`src/plc_pkg.sv`:
```
// Package with constants, enums and structs for the programmable logic cell.
package plc_pkg;

  // ==========================================================================
  // Geometry
  localparam int LUT_INPUTS    = 4;
  localparam int LUT_ENTRIES   = 16;
  localparam int CLUSTER_CELLS = 16;
  localparam int NUM_OUTS      = 3;

  // ==========================================================================
  // Register map (byte addresses, one aligned word each)
  localparam logic [7:0] ADDR_LUT_LO   = 8'h00;
  localparam logic [7:0] ADDR_LUT_HI   = 8'h04;
  localparam logic [7:0] ADDR_REGMODE  = 8'h08;
  localparam logic [7:0] ADDR_OUTSEL   = 8'h0C;
  localparam logic [7:0] ADDR_CTRL     = 8'h10;
  localparam logic [7:0] ADDR_CLK_SRC  = 8'h14;
  localparam logic [7:0] ADDR_DATA_IN  = 8'h18;
  localparam logic [7:0] ADDR_STATUS   = 8'h1C;
  localparam logic [7:0] ADDR_LUT_OUT  = 8'h20;

  // CTRL field positions.
  localparam int CTRL_FEEDBACK = 0;
  localparam int CTRL_PACKED   = 1;
  localparam int CTRL_CHAIN    = 2;
  localparam int CTRL_GCLR_EN  = 3;
  localparam int CTRL_SCLR     = 4;
  localparam int CTRL_SLOAD    = 5;
  localparam int CTRL_W        = 6;

  localparam logic [1:0]  RESP_OKAY   = 2'h0;
  localparam logic [1:0]  RESP_SLVERR = 2'h2;
  localparam logic [31:0] RESET_WORD  = 32'h0000_0000;

  // ==========================================================================
  // Types
  typedef enum logic [1:0] {
    PLC_MODE_D,
    PLC_MODE_T,
    PLC_MODE_JK,
    PLC_MODE_SR
  } plc_regmode_t;

  // Control source selection for clock and clear.
  typedef enum logic [1:0] {
    PLC_SRC_GLOBAL,
    PLC_SRC_PIN,
    PLC_SRC_LOGIC
  } plc_src_t;

  typedef struct packed {
    logic       clk_en;
    logic       aclr;
    logic       sclr;
    logic       sload;
    logic [3:0] sload_data;
  } plc_cluster_ctrl_t;

  typedef struct packed {
    logic lut_out;
    logic reg_out;
    logic local_out;
    logic row_out;
    logic col_out;
    logic chain_out;
  } plc_cell_out_t;

endpackage

```
`src/plc_cluster.sv`:
```
// Cluster of sixteen logic cells with shared controls and AXI4-Lite setup.
`timescale 1ns/1ps

// What this block does
// - Each cell's table takes four inputs and gives any function of them.
// - Each cell register acts as a D, T, JK or SR flip-flop by setting.
// - The register has data, clock, clock enable and clear inputs.
// - Clock comes from global, pin or logic, clear from pin or logic; enable from pin or logic.
// - In combinational use the table result bypasses the register.
// - Three outputs choose the table result or the register output; row and column share one select.
// - Two outputs serve row, column and neighbour links, one local routing.
// - When a register is packed, the cluster synchronous load is ignored.
// - Feedback mode routes the register output into its own table.
// - Registered and unregistered table results are presented together.
// - A chain output feeds the next cell's register to build shift chains.
// - Sixteen cells form one cluster sharing controls and local routing.
// - Cluster controls give clock, clears and enable in every mode, and load unless the register is packed.
// - The chip-wide clear, when enabled, clears all and overrides all.
module plc_cluster (
  input  wire logic                      clk_sys,
  input  wire logic                      arst_n,
  input  wire logic                      chip_wide_clear_n,
  input  wire logic                      global_tick,
  input  wire logic                      pin_tick,
  input  wire logic                      pin_clr,
  input  wire logic                      pin_ena,
  input  wire logic [15:0]               cell_data_in,
  input  wire logic                      chain_in,
  input  wire logic [7:0]                s_axi_awaddr,
  input  wire logic                      s_axi_awvalid,
  output logic                           s_axi_awready,
  input  wire logic [31:0]               s_axi_wdata,
  input  wire logic [3:0]                s_axi_wstrb,
  input  wire logic                      s_axi_wvalid,
  output logic                           s_axi_wready,
  output logic [1:0]                     s_axi_bresp,
  output logic                           s_axi_bvalid,
  input  wire logic                      s_axi_bready,
  input  wire logic [7:0]                s_axi_araddr,
  input  wire logic                      s_axi_arvalid,
  output logic                           s_axi_arready,
  output logic [31:0]                    s_axi_rdata,
  output logic [1:0]                     s_axi_rresp,
  output logic                           s_axi_rvalid,
  input  wire logic                      s_axi_rready,
  output logic [15:0]                    local_out,
  output logic [15:0]                    row_out,
  output logic [15:0]                    col_out,
  output logic [15:0]                    lut_comb_out,
  output logic [15:0]                    reg_q_out,
  output logic                           chain_out
);
  import plc_pkg::*;

  // ==========================================================================
  // Pin synchronisers
  logic [2:0]  pin_s1_reg;
  logic [2:0]  pin_s2_reg;
  logic [15:0] din_s1_reg;
  logic [15:0] din_s2_reg;
  logic [1:0]  gclr_s_reg;
  logic        chain_s1_reg;
  logic        chain_s2_reg;

  always_ff @(posedge clk_sys or negedge arst_n) begin
    if (!arst_n) begin
      pin_s1_reg   <= 3'h0;
      pin_s2_reg   <= 3'h0;
      din_s1_reg   <= 16'h0000;
      din_s2_reg   <= 16'h0000;
      gclr_s_reg   <= 2'h3;
      chain_s1_reg <= 1'b0;
      chain_s2_reg <= 1'b0;
    end else begin
      pin_s1_reg   <= {pin_ena, pin_clr, pin_tick};
      pin_s2_reg   <= pin_s1_reg;
      din_s1_reg   <= cell_data_in;
      din_s2_reg   <= din_s1_reg;
      gclr_s_reg   <= {gclr_s_reg[0], chip_wide_clear_n};
      chain_s1_reg <= chain_in;
      chain_s2_reg <= chain_s1_reg;
    end
  end

  // ==========================================================================
  // Configuration registers
  logic [31:0] lut_lo_reg;
  logic [31:0] lut_hi_reg;
  logic [31:0] regmode_reg;
  logic [31:0] outsel_reg;
  logic [CTRL_W-1:0] ctrl_reg;
  logic [5:0]  clksrc_reg;
  logic [15:0] soft_data_reg;

  // ==========================================================================
  // AXI4-Lite slave
  logic [7:0]  awaddr_reg;
  logic [31:0] wdata_reg;
  logic        aw_have_reg;
  logic        w_have_reg;
  logic        wr_fire;
  logic        wr_hit;

  assign wr_fire = aw_have_reg && w_have_reg && !s_axi_bvalid;

  always_ff @(posedge clk_sys or negedge arst_n) begin
    if (!arst_n) begin
      aw_have_reg   <= 1'b0;
      w_have_reg    <= 1'b0;
      awaddr_reg    <= 8'h00;
      wdata_reg     <= RESET_WORD;
      s_axi_awready <= 1'b0;
      s_axi_wready  <= 1'b0;
      s_axi_bvalid  <= 1'b0;
      s_axi_bresp   <= RESP_OKAY;
    end else begin
      s_axi_awready <= !aw_have_reg && !s_axi_awready && !s_axi_bvalid;
      s_axi_wready  <= !w_have_reg && !s_axi_wready && !s_axi_bvalid;
      if (s_axi_awvalid && s_axi_awready) begin
        aw_have_reg   <= 1'b1;
        awaddr_reg    <= s_axi_awaddr;
        s_axi_awready <= 1'b0;
      end
      if (s_axi_wvalid && s_axi_wready) begin
        w_have_reg   <= 1'b1;
        wdata_reg    <= s_axi_wdata;
        s_axi_wready <= 1'b0;
      end
      if (wr_fire) begin
        aw_have_reg  <= 1'b0;
        w_have_reg   <= 1'b0;
        s_axi_bvalid <= 1'b1;
        s_axi_bresp  <= wr_hit ? RESP_OKAY : RESP_SLVERR;
      end else if (s_axi_bvalid && s_axi_bready) begin
        s_axi_bvalid <= 1'b0;
      end
    end
  end

  always_comb begin
    unique case (awaddr_reg)
      ADDR_LUT_LO, ADDR_LUT_HI, ADDR_REGMODE, ADDR_OUTSEL,
      ADDR_CTRL, ADDR_CLK_SRC, ADDR_DATA_IN: wr_hit = 1'b1;
      default:                               wr_hit = 1'b0;
    endcase
  end

  // Byte strobes are ignored; every register is written as a whole word.
  always_ff @(posedge clk_sys or negedge arst_n) begin
    if (!arst_n) begin
      lut_lo_reg    <= RESET_WORD;
      lut_hi_reg    <= RESET_WORD;
      regmode_reg   <= RESET_WORD;
      outsel_reg    <= RESET_WORD;
      ctrl_reg      <= '0;
      clksrc_reg    <= 6'h00;
      soft_data_reg <= 16'h0000;
    end else if (wr_fire) begin
      unique case (awaddr_reg)
        ADDR_LUT_LO:  lut_lo_reg    <= wdata_reg;
        ADDR_LUT_HI:  lut_hi_reg    <= wdata_reg;
        ADDR_REGMODE: regmode_reg   <= wdata_reg;
        ADDR_OUTSEL:  outsel_reg    <= wdata_reg;
        ADDR_CTRL:    ctrl_reg      <= wdata_reg[CTRL_W-1:0];
        ADDR_CLK_SRC: clksrc_reg    <= wdata_reg[5:0];
        ADDR_DATA_IN: soft_data_reg <= wdata_reg[15:0];
        default:      ;
      endcase
    end
  end

  // ==========================================================================
  // Cluster-wide controls
  logic tick_sel;
  logic clr_sel;
  logic ena_sel;
  logic gclr;
  logic [15:0] q_vec;
  logic [15:0] f_vec;

  assign gclr = ctrl_reg[CTRL_GCLR_EN] && !gclr_s_reg[1];

  always_comb begin
    unique case (plc_src_t'(clksrc_reg[1:0]))
      PLC_SRC_GLOBAL: tick_sel = global_tick;
      PLC_SRC_PIN:    tick_sel = pin_s2_reg[0];
      PLC_SRC_LOGIC:  tick_sel = f_vec[0];
      default:        tick_sel = 1'b1;
    endcase
    unique case (plc_src_t'(clksrc_reg[3:2]))
      PLC_SRC_GLOBAL: clr_sel = 1'b0;
      PLC_SRC_PIN:    clr_sel = pin_s2_reg[1];
      PLC_SRC_LOGIC:  clr_sel = f_vec[1];
      default:        clr_sel = 1'b0;
    endcase
    ena_sel = clksrc_reg[4] ? f_vec[2]
                            : (clksrc_reg[5] ? pin_s2_reg[2] : 1'b1);
  end

  // ==========================================================================
  // Cells
  logic [15:0] chain_vec;
  logic [15:0] lut_q;
  logic [15:0] lut_f;
  logic        sload_ok;

  // a packed register never takes the cluster synchronous load.
  assign sload_ok = ctrl_reg[CTRL_SLOAD] && !ctrl_reg[CTRL_PACKED];

  genvar gi;
  generate
    for (gi = 0; gi < CLUSTER_CELLS; gi++) begin : g_cell
      logic [3:0]  lut_in;
      logic [15:0] cfg;
      logic        dsrc;
      logic        prev_q;
      assign cfg = (gi % 2 == 1)
                   ? (gi < 8 ? lut_lo_reg[31:16] : lut_hi_reg[31:16])
                   : (gi < 8 ? lut_lo_reg[15:0]  : lut_hi_reg[15:0]);
      assign prev_q = (gi == 0) ? chain_s2_reg : q_vec[(gi + 15) % 16];
      assign lut_in = {ctrl_reg[CTRL_FEEDBACK] ? q_vec[gi] : soft_data_reg[gi],
                       din_s2_reg[gi], din_s2_reg[(gi + 1) % 16],
                       soft_data_reg[gi]};
      plc_lut4 u_lut (
        .cfg (cfg),
        .sel (lut_in),
        .f   (f_vec[gi])
      );
      assign dsrc = ctrl_reg[CTRL_CHAIN] ? prev_q : f_vec[gi];
      plc_storage u_reg (
        .clk_sys (clk_sys),
        .arst_n  (arst_n),
        .tick    (tick_sel),
        .mode    (plc_regmode_t'(regmode_reg[2*(gi%16) +: 2])),
        .d       (dsrc),
        .k       (din_s2_reg[gi]),
        .ena     (ena_sel),
        .clr     (gclr || clr_sel),
        .sclr    (ctrl_reg[CTRL_SCLR]),
        .sload   (sload_ok),
        .sload_d (soft_data_reg[gi]),
        .q       (q_vec[gi])
      );
    end
  endgenerate

  // ==========================================================================
  // Output routing, registered so every port comes from a flip-flop
  always_ff @(posedge clk_sys or negedge arst_n) begin
    if (!arst_n) begin
      local_out    <= 16'h0000;
      row_out      <= 16'h0000;
      col_out      <= 16'h0000;
      lut_comb_out <= 16'h0000;
      reg_q_out    <= 16'h0000;
      chain_out    <= 1'b0;
    end else begin
      for (int i = 0; i < CLUSTER_CELLS; i++) begin
        // bit set selects the register, clear selects the table.
        local_out[i] <= outsel_reg[i]      ? q_vec[i] : f_vec[i];
        row_out[i]   <= outsel_reg[16 + i] ? q_vec[i] : f_vec[i];
        col_out[i]   <= outsel_reg[16 + i] ? q_vec[i] : f_vec[i];
      end
      lut_comb_out <= f_vec;
      reg_q_out    <= q_vec;
      chain_out    <= q_vec[15];
    end
  end

  // ==========================================================================
  // Read channel
  always_ff @(posedge clk_sys or negedge arst_n) begin
    if (!arst_n) begin
      s_axi_arready <= 1'b0;
      s_axi_rvalid  <= 1'b0;
      s_axi_rdata   <= RESET_WORD;
      s_axi_rresp   <= RESP_OKAY;
    end else begin
      s_axi_arready <= !s_axi_arready && !s_axi_rvalid;
      if (s_axi_arvalid && s_axi_arready) begin
        s_axi_arready <= 1'b0;
        s_axi_rvalid  <= 1'b1;
        s_axi_rresp   <= RESP_OKAY;
        unique case (s_axi_araddr)
          ADDR_LUT_LO:  s_axi_rdata <= lut_lo_reg;
          ADDR_LUT_HI:  s_axi_rdata <= lut_hi_reg;
          ADDR_REGMODE: s_axi_rdata <= regmode_reg;
          ADDR_OUTSEL:  s_axi_rdata <= outsel_reg;
          ADDR_CTRL:    s_axi_rdata <= {26'h0, ctrl_reg};
          ADDR_CLK_SRC: s_axi_rdata <= {26'h0, clksrc_reg};
          ADDR_DATA_IN: s_axi_rdata <= {16'h0, soft_data_reg};
          ADDR_STATUS:  s_axi_rdata <= {16'h0, q_vec};
          ADDR_LUT_OUT: s_axi_rdata <= {16'h0, f_vec};
          default: begin
            s_axi_rdata <= RESET_WORD;
            s_axi_rresp <= RESP_SLVERR;
          end
        endcase
      end else if (s_axi_rvalid && s_axi_rready) begin
        s_axi_rvalid <= 1'b0;
      end
    end
  end

endmodule

```
`src/plc_lut4.sv`:
```
// Four-input look-up table driven by sixteen configuration bits.
`timescale 1ns/1ps

module plc_lut4 (
  input  wire logic [15:0] cfg,
  input  wire logic [3:0]  sel,
  output logic             f
);
  import plc_pkg::*;

  assign f = cfg[sel];

endmodule

```
`src/plc_storage.sv`:
```
// Configurable storage element with D, T, JK and SR behaviour.
`timescale 1ns/1ps

module plc_storage (
  input  wire logic                  clk_sys,
  input  wire logic                  arst_n,
  input  wire logic                  tick,
  input  wire plc_pkg::plc_regmode_t mode,
  input  wire logic                  d,
  input  wire logic                  k,
  input  wire logic                  ena,
  input  wire logic                  clr,
  input  wire logic                  sclr,
  input  wire logic                  sload,
  input  wire logic                  sload_d,
  output logic                       q
);
  import plc_pkg::*;

  logic q_reg;
  logic q_next;

  always_comb begin
    q_next = q_reg;
    if (sclr) begin
      q_next = 1'b0;
    end else if (sload) begin
      q_next = sload_d;
    end else begin
      unique case (mode)
        PLC_MODE_D:  q_next = d;
        PLC_MODE_T:  q_next = q_reg ^ d;
        PLC_MODE_JK: q_next = (d & ~q_reg) | (~k & q_reg);
        PLC_MODE_SR: q_next = d ? 1'b1 : (k ? 1'b0 : q_reg);
      endcase
    end
  end

  // Clear is held as a level each cycle so it forces zero while asserted.
  always_ff @(posedge clk_sys or negedge arst_n) begin
    if (!arst_n) begin
      q_reg <= 1'b0;
    end else if (clr) begin
      q_reg <= 1'b0;
    end else if (tick && ena) begin
      q_reg <= q_next;
    end
  end

  assign q = q_reg;

endmodule

```
`config.mk`:
```
export PLATFORM = sky130hd
export DESIGN_NAME = plc_cluster
export DESIGN_NICKNAME = d
export VERILOG_FILES = /design/src/plc_pkg.sv /design/src/plc_cluster.sv /design/src/plc_lut4.sv /design/src/plc_storage.sv
export SDC_FILE = /design/constraint.sdc
export NUM_CORES = 1
export LEC_CHECK = 0
export BUFFER_PORTS_ARGS = -buffer_cell sky130_fd_sc_hd__buf_2
export CORE_MARGIN = 2
export CORE_UTILIZATION = 50
export CTS_BUF_LIST = sky130_fd_sc_hd__clkbuf_4 sky130_fd_sc_hd__clkbuf_8
export CTS_CLUSTER_SIZE = 16
export DETAILED_ROUTE_END_ITERATION = 7
export PLACE_DENSITY = 0.72
export SLEW_MARGIN = 25
export SYNTH_ARGS = -nofsm -noshare
export SYNTH_HDL_FRONTEND = slang
export SYNTH_HIERARCHICAL = 1
export SYNTH_SLANG_ARGS = --single-unit
```
`constraint.sdc`:
```
create_clock -name clk_sys -period 7.8 [get_ports clk_sys]
set_clock_uncertainty 0.2 [all_clocks]
set_input_delay 0.39 -clock clk_sys [delete_from_list [all_inputs] [get_ports clk_sys]]
set_output_delay 0.39 -clock clk_sys [all_outputs]
set_load 0.01 [all_outputs]
```
# Word-level counts from Yosys, hierarchy flattened

Index checks and enable logic that the tools add are counted.

Output and inout port bits: 122
Register bits: 362
Input port bits: 81

Reductions and logical operators: 74
Multiplexer cells: 227
Equal/unequal tests: 82
Bitwise gates (word level): 96
$lt $le $gt $ge: 16

Operator list:

| kind                 | count |
|---|---|
| $pmux W32 S9         | 1 |
| $mux W1              | 190 |
| $ne A6 B5 Y1 const B | 15 |
| $lt A4 B5 Y1 const B | 16 |
| $eq A2 B2 Y1 const B | 34 |
| $bmux W1 S4          | 16 |
| $pmux W1 S4          | 16 |
| $eq A8 B5 Y1 const B | 7 |
| $reduce_and A2 Y1    | 23 |
| $eq A2 B1 Y1 const B | 18 |
| $logic_not A2 Y1     | 17 |
| $and A1 B1 Y1        | 32 |
| $eq A8 B4 Y1 const B | 4 |
| $not A1 Y1           | 32 |
| $eq A8 B3 Y1 const B | 2 |
| $logic_not A8 Y1     | 2 |
| $or A1 B1 Y1         | 16 |
| $xor A1 B1 Y1        | 16 |
| $logic_and A1 B1 Y1  | 15 |
| $reduce_bool A2 Y1   | 5 |
| $logic_not A1 Y1     | 9 |
| $reduce_or A9 Y1     | 1 |
| $eq A8 B6 Y1 const B | 1 |
| $reduce_or A7 Y1     | 1 |
| 5 further kinds      | 6 |

# Depth between registers and ports, before layout

Gate-level depths: netlist of the first run.

Depth after elaboration: 11
Mapped depth: 10

# Cells and area by module

Netlist of the first run, hierarchy kept.

By module, submodules not included:

| module      | times used | cells each | seq. area each (um^2) | area each (um^2) |
|---|---|---|---|---|
| plc_cluster | 1          | 960        | 8585.7                | 13932.1 |
| plc_storage | 16         | 22         | 25.0                  | 170.2 |
| plc_lut4    | 16         | 7          | 0.0                   | 135.1 |

# Least setup slack after synthesis of the first run

No wires, ideal clock.

Path type: register to register
Start point: register ctrl_reg[0]
End point: register g_cell[0].u_reg.q_reg
Arrival time: 4.191 ns
Path buffers: 2
Slack: 3.323 ns
Cell stages (with the launch flop): 11
Cells stage by stage: dfrtp_1 > clkbuf_1 > buf_1 > mux2_2 > mux2i_1 > mux2i_1 > nor2_1 > a21oi_1 > nand3_1 > a211o_1 > a32oi_1

Elaborated cells between the ends (all ways): 27

RTL lines:

| what                          | line               | source |
|---|---|---|
| start: declaration            | plc_cluster.sv:91  | `logic [CTRL_W-1:0] ctrl_reg;` |
| start signal: assignment      | plc_cluster.sv:164 | `ADDR_CTRL: ctrl_reg <= wdata_reg[CTRL_W-1:0];` |
| $mux W1                       | plc_cluster.sv:221 | `assign lut_in = {ctrl_reg[CTRL_FEEDBACK] ? q_vec[gi] : soft_data_reg[gi],` |
| net g_cell[0].lut_in[3]       | plc_cluster.sv:213 | `logic [3:0] lut_in;` |
| $bmux W1 S4                   | plc_lut4.sv:11     | `assign f = cfg[sel];` |
| $mux W1 (implied by the code) | plc_lut4.sv:11     |  |
| net f_vec[0]                  | plc_cluster.sv:179 | `logic [15:0] f_vec;` |
| $pmux W1 S3                   | plc_cluster.sv:184 | `unique case (plc_src_t'(clksrc_reg[1:0]))` |
| net tick_sel                  | plc_cluster.sv:174 | `logic tick_sel;` |
| $logic_and A1 B1 Y1           | plc_storage.sv:45  | `end else if (tick && ena) begin` |
| $reduce_bool A2 Y1 (no line)  | n/a                |  |
| $reduce_and A2 Y1 (no line)   | n/a                |  |
| end signal: assignment        | plc_storage.sv:46  | `q_reg <= q_next;` |
| end: declaration              | plc_storage.sv:20  | `logic q_reg;` |

The timed path passes the listed nets, and every way through them passes these cells. The select of a mux whose other input is x is not followed.
A chain may end at the register's enable or synchronous reset.

# Final worst setup path of the first run

Start point: register soft_data_reg[0]
End point: register g_cell[4].u_reg.q_reg

Cells in the longest elaborated chain, start to end: 7

RTL lines:

| what                            | line               | source |
|---|---|---|
| start: declaration              | plc_cluster.sv:93  | `logic [15:0] soft_data_reg;` |
| start signal: assignment        | plc_cluster.sv:166 | `ADDR_DATA_IN: soft_data_reg <= wdata_reg[15:0];` |
| $mux W1                         | plc_cluster.sv:221 |  |
| $bmux W1 S4 *                   | plc_lut4.sv:11     |  |
| $mux W1 (implied by the code) * | plc_lut4.sv:11     |  |
| net f_vec[0]                    | plc_cluster.sv:179 |  |
| $pmux W1 S3 *                   | plc_cluster.sv:184 |  |
| net tick_sel                    | plc_cluster.sv:174 |  |
| $logic_and A1 B1 Y1 *           | plc_storage.sv:45  |  |
| $reduce_bool A2 Y1 (no line) *  | n/a                |  |
| $reduce_and A2 Y1 (no line) *   | n/a                |  |
| end signal: assignment          | plc_storage.sv:46  |  |
| end: declaration                | plc_storage.sv:20  |  |

Mark *: on every way through the listed nets, which the timed path passes. The rest lies on a longest branch. The select of a mux whose other input is x is not followed.

==> results of run 1 <==
==> layout by cell type (no fill, tap or decap), drive strengths merged, types with 34 or more instances in the layout <==
master / synthesis / layout
dlygate4sd3: 0 / 65
o21ai: 34 / 34
dfrtp: 357 / 357
a31oi: 36 / 36
nand2: 57 / 57
nor2b: 56 / 56
mux4: 70 / 70
inv: 56 / 57
nand3: 46 / 46
mux2i: 59 / 59
ha: 50 / 50
mux2: 272 / 272
a22oi: 41 / 41
clkbuf: 31 / 92
buf: 39 / 226
==> critical path, stage by stage, from the launching register on <==
cell,delay (ns)
dfrtp_1,0.53
mux4_1,0.46
mux2i_1,0.09
mux2i_1,0.60
nor2_1,0.18
a21oi_4,0.18
buf_4,0.49
nand3_1,0.20
a211o_1,0.34
a32oi_1,0.14
==> final timing paths <==
kind	startpoint	to	cells past startpoint	slack [ns]
worst max-delay path	soft_data_reg[0]	g_cell[4].u_reg/q	9	4.26
worst min-delay path	arst_n	regmode_reg[3]	2	0.07
worst max register to register	soft_data_reg[0]	g_cell[4].u_reg/q	9	4.26
worst min register to register	gclr_s_reg[0]	gclr_s_reg[1]	0	0.15
max in group asynchronous	arst_n	lut_comb_out[9]	3	6.06
min in group clk_sys	s_axi_awvalid	aw_have_reg	3	0.12
==> report_power, final <==
part	internal [W]	total (W)	switching, W
logic	0.000855	0.00163	0.000774
registers	0.00228	0.00299	0.000711
clock network	0.00113	0.00192	0.000788
==> per-layer routing <==
layer  share of wire (%)  global-route usage [%]  up-vias
met5                   0                       0        -
met4                 4.3                    13.3        0
met3                 9.3                    6.69      143
met2                  46                    47.1      801
met1                  41                    41.7     7268
li1                    -                       -     6046
==> through the flow <==
| stage | setup WS, ns | hold WS [ns] |
|---|---|---|
| floorplan | 3.32 | -0.106 |
| global placement | 4.44 | 0.135 |
| detailed placement | 4.45 | 0.135 |
| finish | 4.26 | 0.0667 |
| CTS | 4.42 | 0.0419 |
| global route | 4.24 | 0.0940 |
==> cell type report <==
class                      instances  area (um2)  share of cell area, %
multi-input combinational        940        9320                   41.5
sequential                       359        8990                   40.1
timing repair buffer             291        1890                   8.43
clock buffer                      92        1150                   5.11
tap                              511         639                   2.85
clock inverter                    17         239                   1.07
inverter                          56         210                  0.937
antenna                            1        2.50                 0.0112
==> logic make-up after synthesis <==
group	Yosys count	share of synthesized area (%)
buf+inv	126	3.09
other cells	1	0.0199
mux	401	29.1
compound gates	240	9.34
fa+ha+maj	50	3.32
simple gates	247	7.41
flops	359	47.8
==> impl_metrics.tcl, run 1 <==
set metrics [dict create \
    status "complete, no violations" \
    initial_core_util_pct 50.3 \
    synth_area_leader_cell "dfrtp_1" \
    dp.cells 2092 \
    fin_total_pwr_w 0.00654 \
    htreeDepth 2 \
    fillers 3013 \
    clkLatencyLatePin_ns 0.66 \
    grt_max_degree 161 \
    dieArea_um2 39200 \
    ys_ff_latch 359 \
    fin_cells 2267 \
    cts_buffer_depth 3 \
    end_kind "flip-flop" \
    die_w_um 198 \
    place_area_um2 20400 \
    drtPass1Iterations 6 \
    period_minus_slack_ns 3.54 \
    fin_tns_setup_ns 0 \
    coreArea_um2 37400 \
    die_y_um 198 \
    drv_cap 0 \
    port_buffers 196 \
    cts_tree "built" \
    num_rows 71 \
    yosysSeqAreaShare_pct 47.8 \
    post-route-util_pct 60.0 \
    design_area_um2 22400 \
    max_slew_margin_pct 25.4 \
    critPathArrivalTime_ns 3.92 \
    area_delta_synth_final_pct 19.2 \
    tightest_slew_ns 1.12 \
    cts-hold-fix-buffers 65 \
    synthCells 1424 \
    post-route-drc-count 0 \
    leakage_nw 10.9 \
    clk_pin_slew_ns 0.06 \
    synth.most_common_cell "dfrtp_1" \
    synth_area_um2 18800 \
    antenna_found_initial 3 \
    period_share_pct 45.4 \
    clock_sinks 359 \
    gp_congestion 0.944 \
    hp-class "input pin to asynchronous set/reset pin" \
    first_iter_violations 1342 \
    via_per_inst 6.29 \
    path_class "flip-flop to flip-flop" \
    synth_top_area_share_pct 47.5 \
    cts_resized 0 \
    ios 203 \
    postCtsSetupBuffers 0 \
    synth_area_leaders "dfrtp_1 (47%), mux2_2 (16%), mux4_1 (8.9%)" \
    antenna_left 0 \
    grt_usage_pct 30.5 \
    wirelength_um 58900 \
    ys_warn_count 6 \
    wl_per_cell_um 26.0 \
    post_synth.cell_area_avg_um2 13.2 \
    critPathRequiredTime_ns 8.17 \
    hold_viol 0 \
    final_nets 1839 \
    place_hpwl_um 39600 \
    num_vias 14300 \
    drive_gt1_share_pct 35.7 \
    grt_pass1_vias 14200 \
    synth_edf_count 0 \
    synth.distinct_cells 57 \
    cts_root_buffer "clkbuf_8" \
    cts_inserted_buffers 60 \
    grt-ovfl-total 0 \
    dominantRegCellSynth "dfrtp_1" \
    fmax_mhz 282 \
    power_density_nw_per_um2 291 \
    crit_path_start_kind "flip-flop" \
    async_flop_share_pct 100 \
    yosys-top-cells-count "dfrtp_1 (357), mux2_2 (269), mux4_1 (64), mux2i_1 (59)" \
    slew_viol_final 0 \
    rsz0062_at_grt "false" \
    grt_pass1_wl_um 88100 \
    setup_viol 0 \
    crit_path_max_fanout 48 \
    ir_drop_v 0.000232 \
]
Note: power is estimated with default switching activity, not from simulation.
==> run 2, diff against run 1 <==
Clock period 7.8 ns to 3.6 ns, I/O delays scaled along.
==> run 2 against run 1 <==
Effect of this change: global-route usage up 0.95 points; sequential share of layout area down 1.0 points; final cell count up 2.8%; worst hold slack improved by 0.011 ns; clock power is 110% higher; setup slack got worse by 3.7 ns; register-to-register slack worse by 3.7 ns; combinational power up 140%.
==> impl_metrics.tcl, run 2 (same netlist as run 1, synthesis figures left out) <==
set metrics [dict create \
    status "complete, no violations" \
    cts_tree "built" \
    fin_cells 2331 \
    coreArea_um2 37400 \
    grt_pass1_vias 14800 \
    drive_gt1_share_pct 36.0 \
    clk_pin_slew_ns 0.06 \
    first_iter_violations 1441 \
    fin_total_pwr_w 0.0143 \
    path_class "flip-flop to flip-flop" \
    num_rows 71 \
    crit_path_top_delay_cell "dfrtp_1" \
    slowest_delay_ns 0.67 \
    slew_viol_final 0 \
    worst_slack_ns 0.587 \
    period_share_pct 83.7 \
    pre_cts_slack_ns 0.622 \
    antenna_left 0 \
    setup_viol 0 \
    clock_sinks 359 \
    grtUsageMet2_pct 47.9 \
    die_y_um 198 \
    rsz0062_at_grt "false" \
    critPathArrivalTime_ns 3.39 \
    use_met3_pct 6.75 \
    grt-ovfl-total 0 \
    die_w_um 198 \
    area_delta_synth_final_pct 22.3 \
    power_density_nw_per_um2 622 \
    port_buffers 196 \
    hp-class "input pin to flip-flop" \
    tightest_slew_ns 1.19 \
    diodes 0 \
    crit_path_start_kind "flip-flop" \
    fmax_mhz 332 \
    fin_tns_setup_ns 0 \
    max_slew_margin_pct 19.8 \
    cp_cell_sequence "mux4_1 -> mux2i_1 -> mux2i_1 -> buf_4 -> mux2_2 -> nor4bb_1 -> a31oi_1 -> a32oi_1" \
    htreeDepth 2 \
    period_minus_slack_ns 3.01 \
    final_common_cell "dfrtp_1" \
    dp.cells 2118 \
    crit_path_max_fanout 8 \
    wl_per_cell_um 25.9 \
    gp_congestion 0.969 \
    dieArea_um2 39200 \
    hold_viol 0 \
    grt_usage_pct 31.4 \
    design_area_um2 23000 \
    drv_cap 0 \
    final_nets 1903 \
    wirelength_um 60300 \
    crit_buf_inv 1 \
    post-route-drc-count 0 \
    busiest_layer "met2" \
    place_hpwl_um 40400 \
    leakage_nw 11.2 \
    cts_buffer_depth 3 \
    grt_max_degree 88 \
    ir_drop_v 0.000436 \
    critPathRequiredTime_ns 3.97 \
    via_per_inst 6.21 \
    cp_common_cell "mux2i_1" \
    clkLatencyLatePin_ns 0.65 \
    drtPass1Iterations 6 \
    final_cell_mix "dfrtp_1 (357), mux2_2 (269), buf_2 (195)" \
    grt_use_met1_pct 42.6 \
    antenna_found_initial 1 \
    ios 203 \
    place_area_um2 20600 \
    cts_inserted_buffers 61 \
    num_vias 14500 \
    cts_root_buffer "clkbuf_8" \
    end_kind "flip-flop" \
    cts_resized 0 \
    grt_pass1_wl_um 90900 \
    initial_core_util_pct 50.3 \
    critPathTopFamily "multiplexers" \
]
## run 2: cell types whose count changed in the layout (fill, tap and decap cells not counted), sizes merged
cell | previous run | this run
buf | 226 | 253
dlygate4sd3 | 65 | 101
clkbuf | 92 | 100
diode | 1 | 0
clkinvlp | 0 | 2
clkinv | 10 | 6
bufinv | 6 | 2
## run 2: routing by layer
| layer | part of all wire, % | routed length, um |
|---|---|---|
| met1 | 41 | 24400 |
| met2 | 45 | 27200 |
| met3 | 9.2 | 5570 |
| met4 | 5.1 | 3050 |
| met5 | 0 | 0 |
## run 2: path summary, 6_finish.rpt
check	start	to	cells past startpoint	slack, ns
worst min-delay path	s_axi_araddr[3]	s_axi_rdata[4]	3	0.08
worst max register to register	soft_data_reg[3]	g_cell[3].u_reg/q	8	0.59
min in group asynchronous	arst_n	gclr_s_reg[0]	3	0.51
max in group asynchronous	arst_n	din_s1_reg[15]	4	2.24
worst min register to register	din_s1_reg[1]	din_s2_reg[1]	0	0.14
worst max-delay path	soft_data_reg[3]	g_cell[3].u_reg/q	8	0.59
## run 2: repair_timing
item,in CTS,in global routing
buffers inserted,0,0
endpoints found under the hold margin,400,0
hold buffers,102,0
## run 2: layout make-up
type	instances	area, um2
Multi-Input combinational cell	940	9310
Timing Repair Buffer	354	2510
Clock inverter	11	114
Inverter	56	210
Fill cell	2897	14400
Sequential cell	359	8990
Clock buffer	100	1240
Tap cell	511	639
## run 2: worst reg2reg max path, stage by stage (launching register included)
cell and delay [ns]:
dfrtp_1 0.67, mux4_1 0.64, mux2i_1 0.16, mux2i_1 0.09, buf_4 0.19, mux2_2 0.33, nor4bb_1 0.38, a31oi_1 0.08
a32oi_1 0.20
## run 2: stage by stage
stage	util (%)	hold WS (ns)
floorplan	-	-0.316
global placement	55.1	0.0532
detailed placement	55.1	0.0653
CTS	61.5	0.00358
global route	61.5	0.0884
finish	61.5	0.0774
## run 2: report_power, final
group	total, W	internal (W)	switching (W)
Clock	0.00400	0.00231	0.00170
Combinational	0.00391	0.00204	0.00187
Sequential	0.00639	0.00493	0.00145
Total	0.0143	0.00928	0.00502
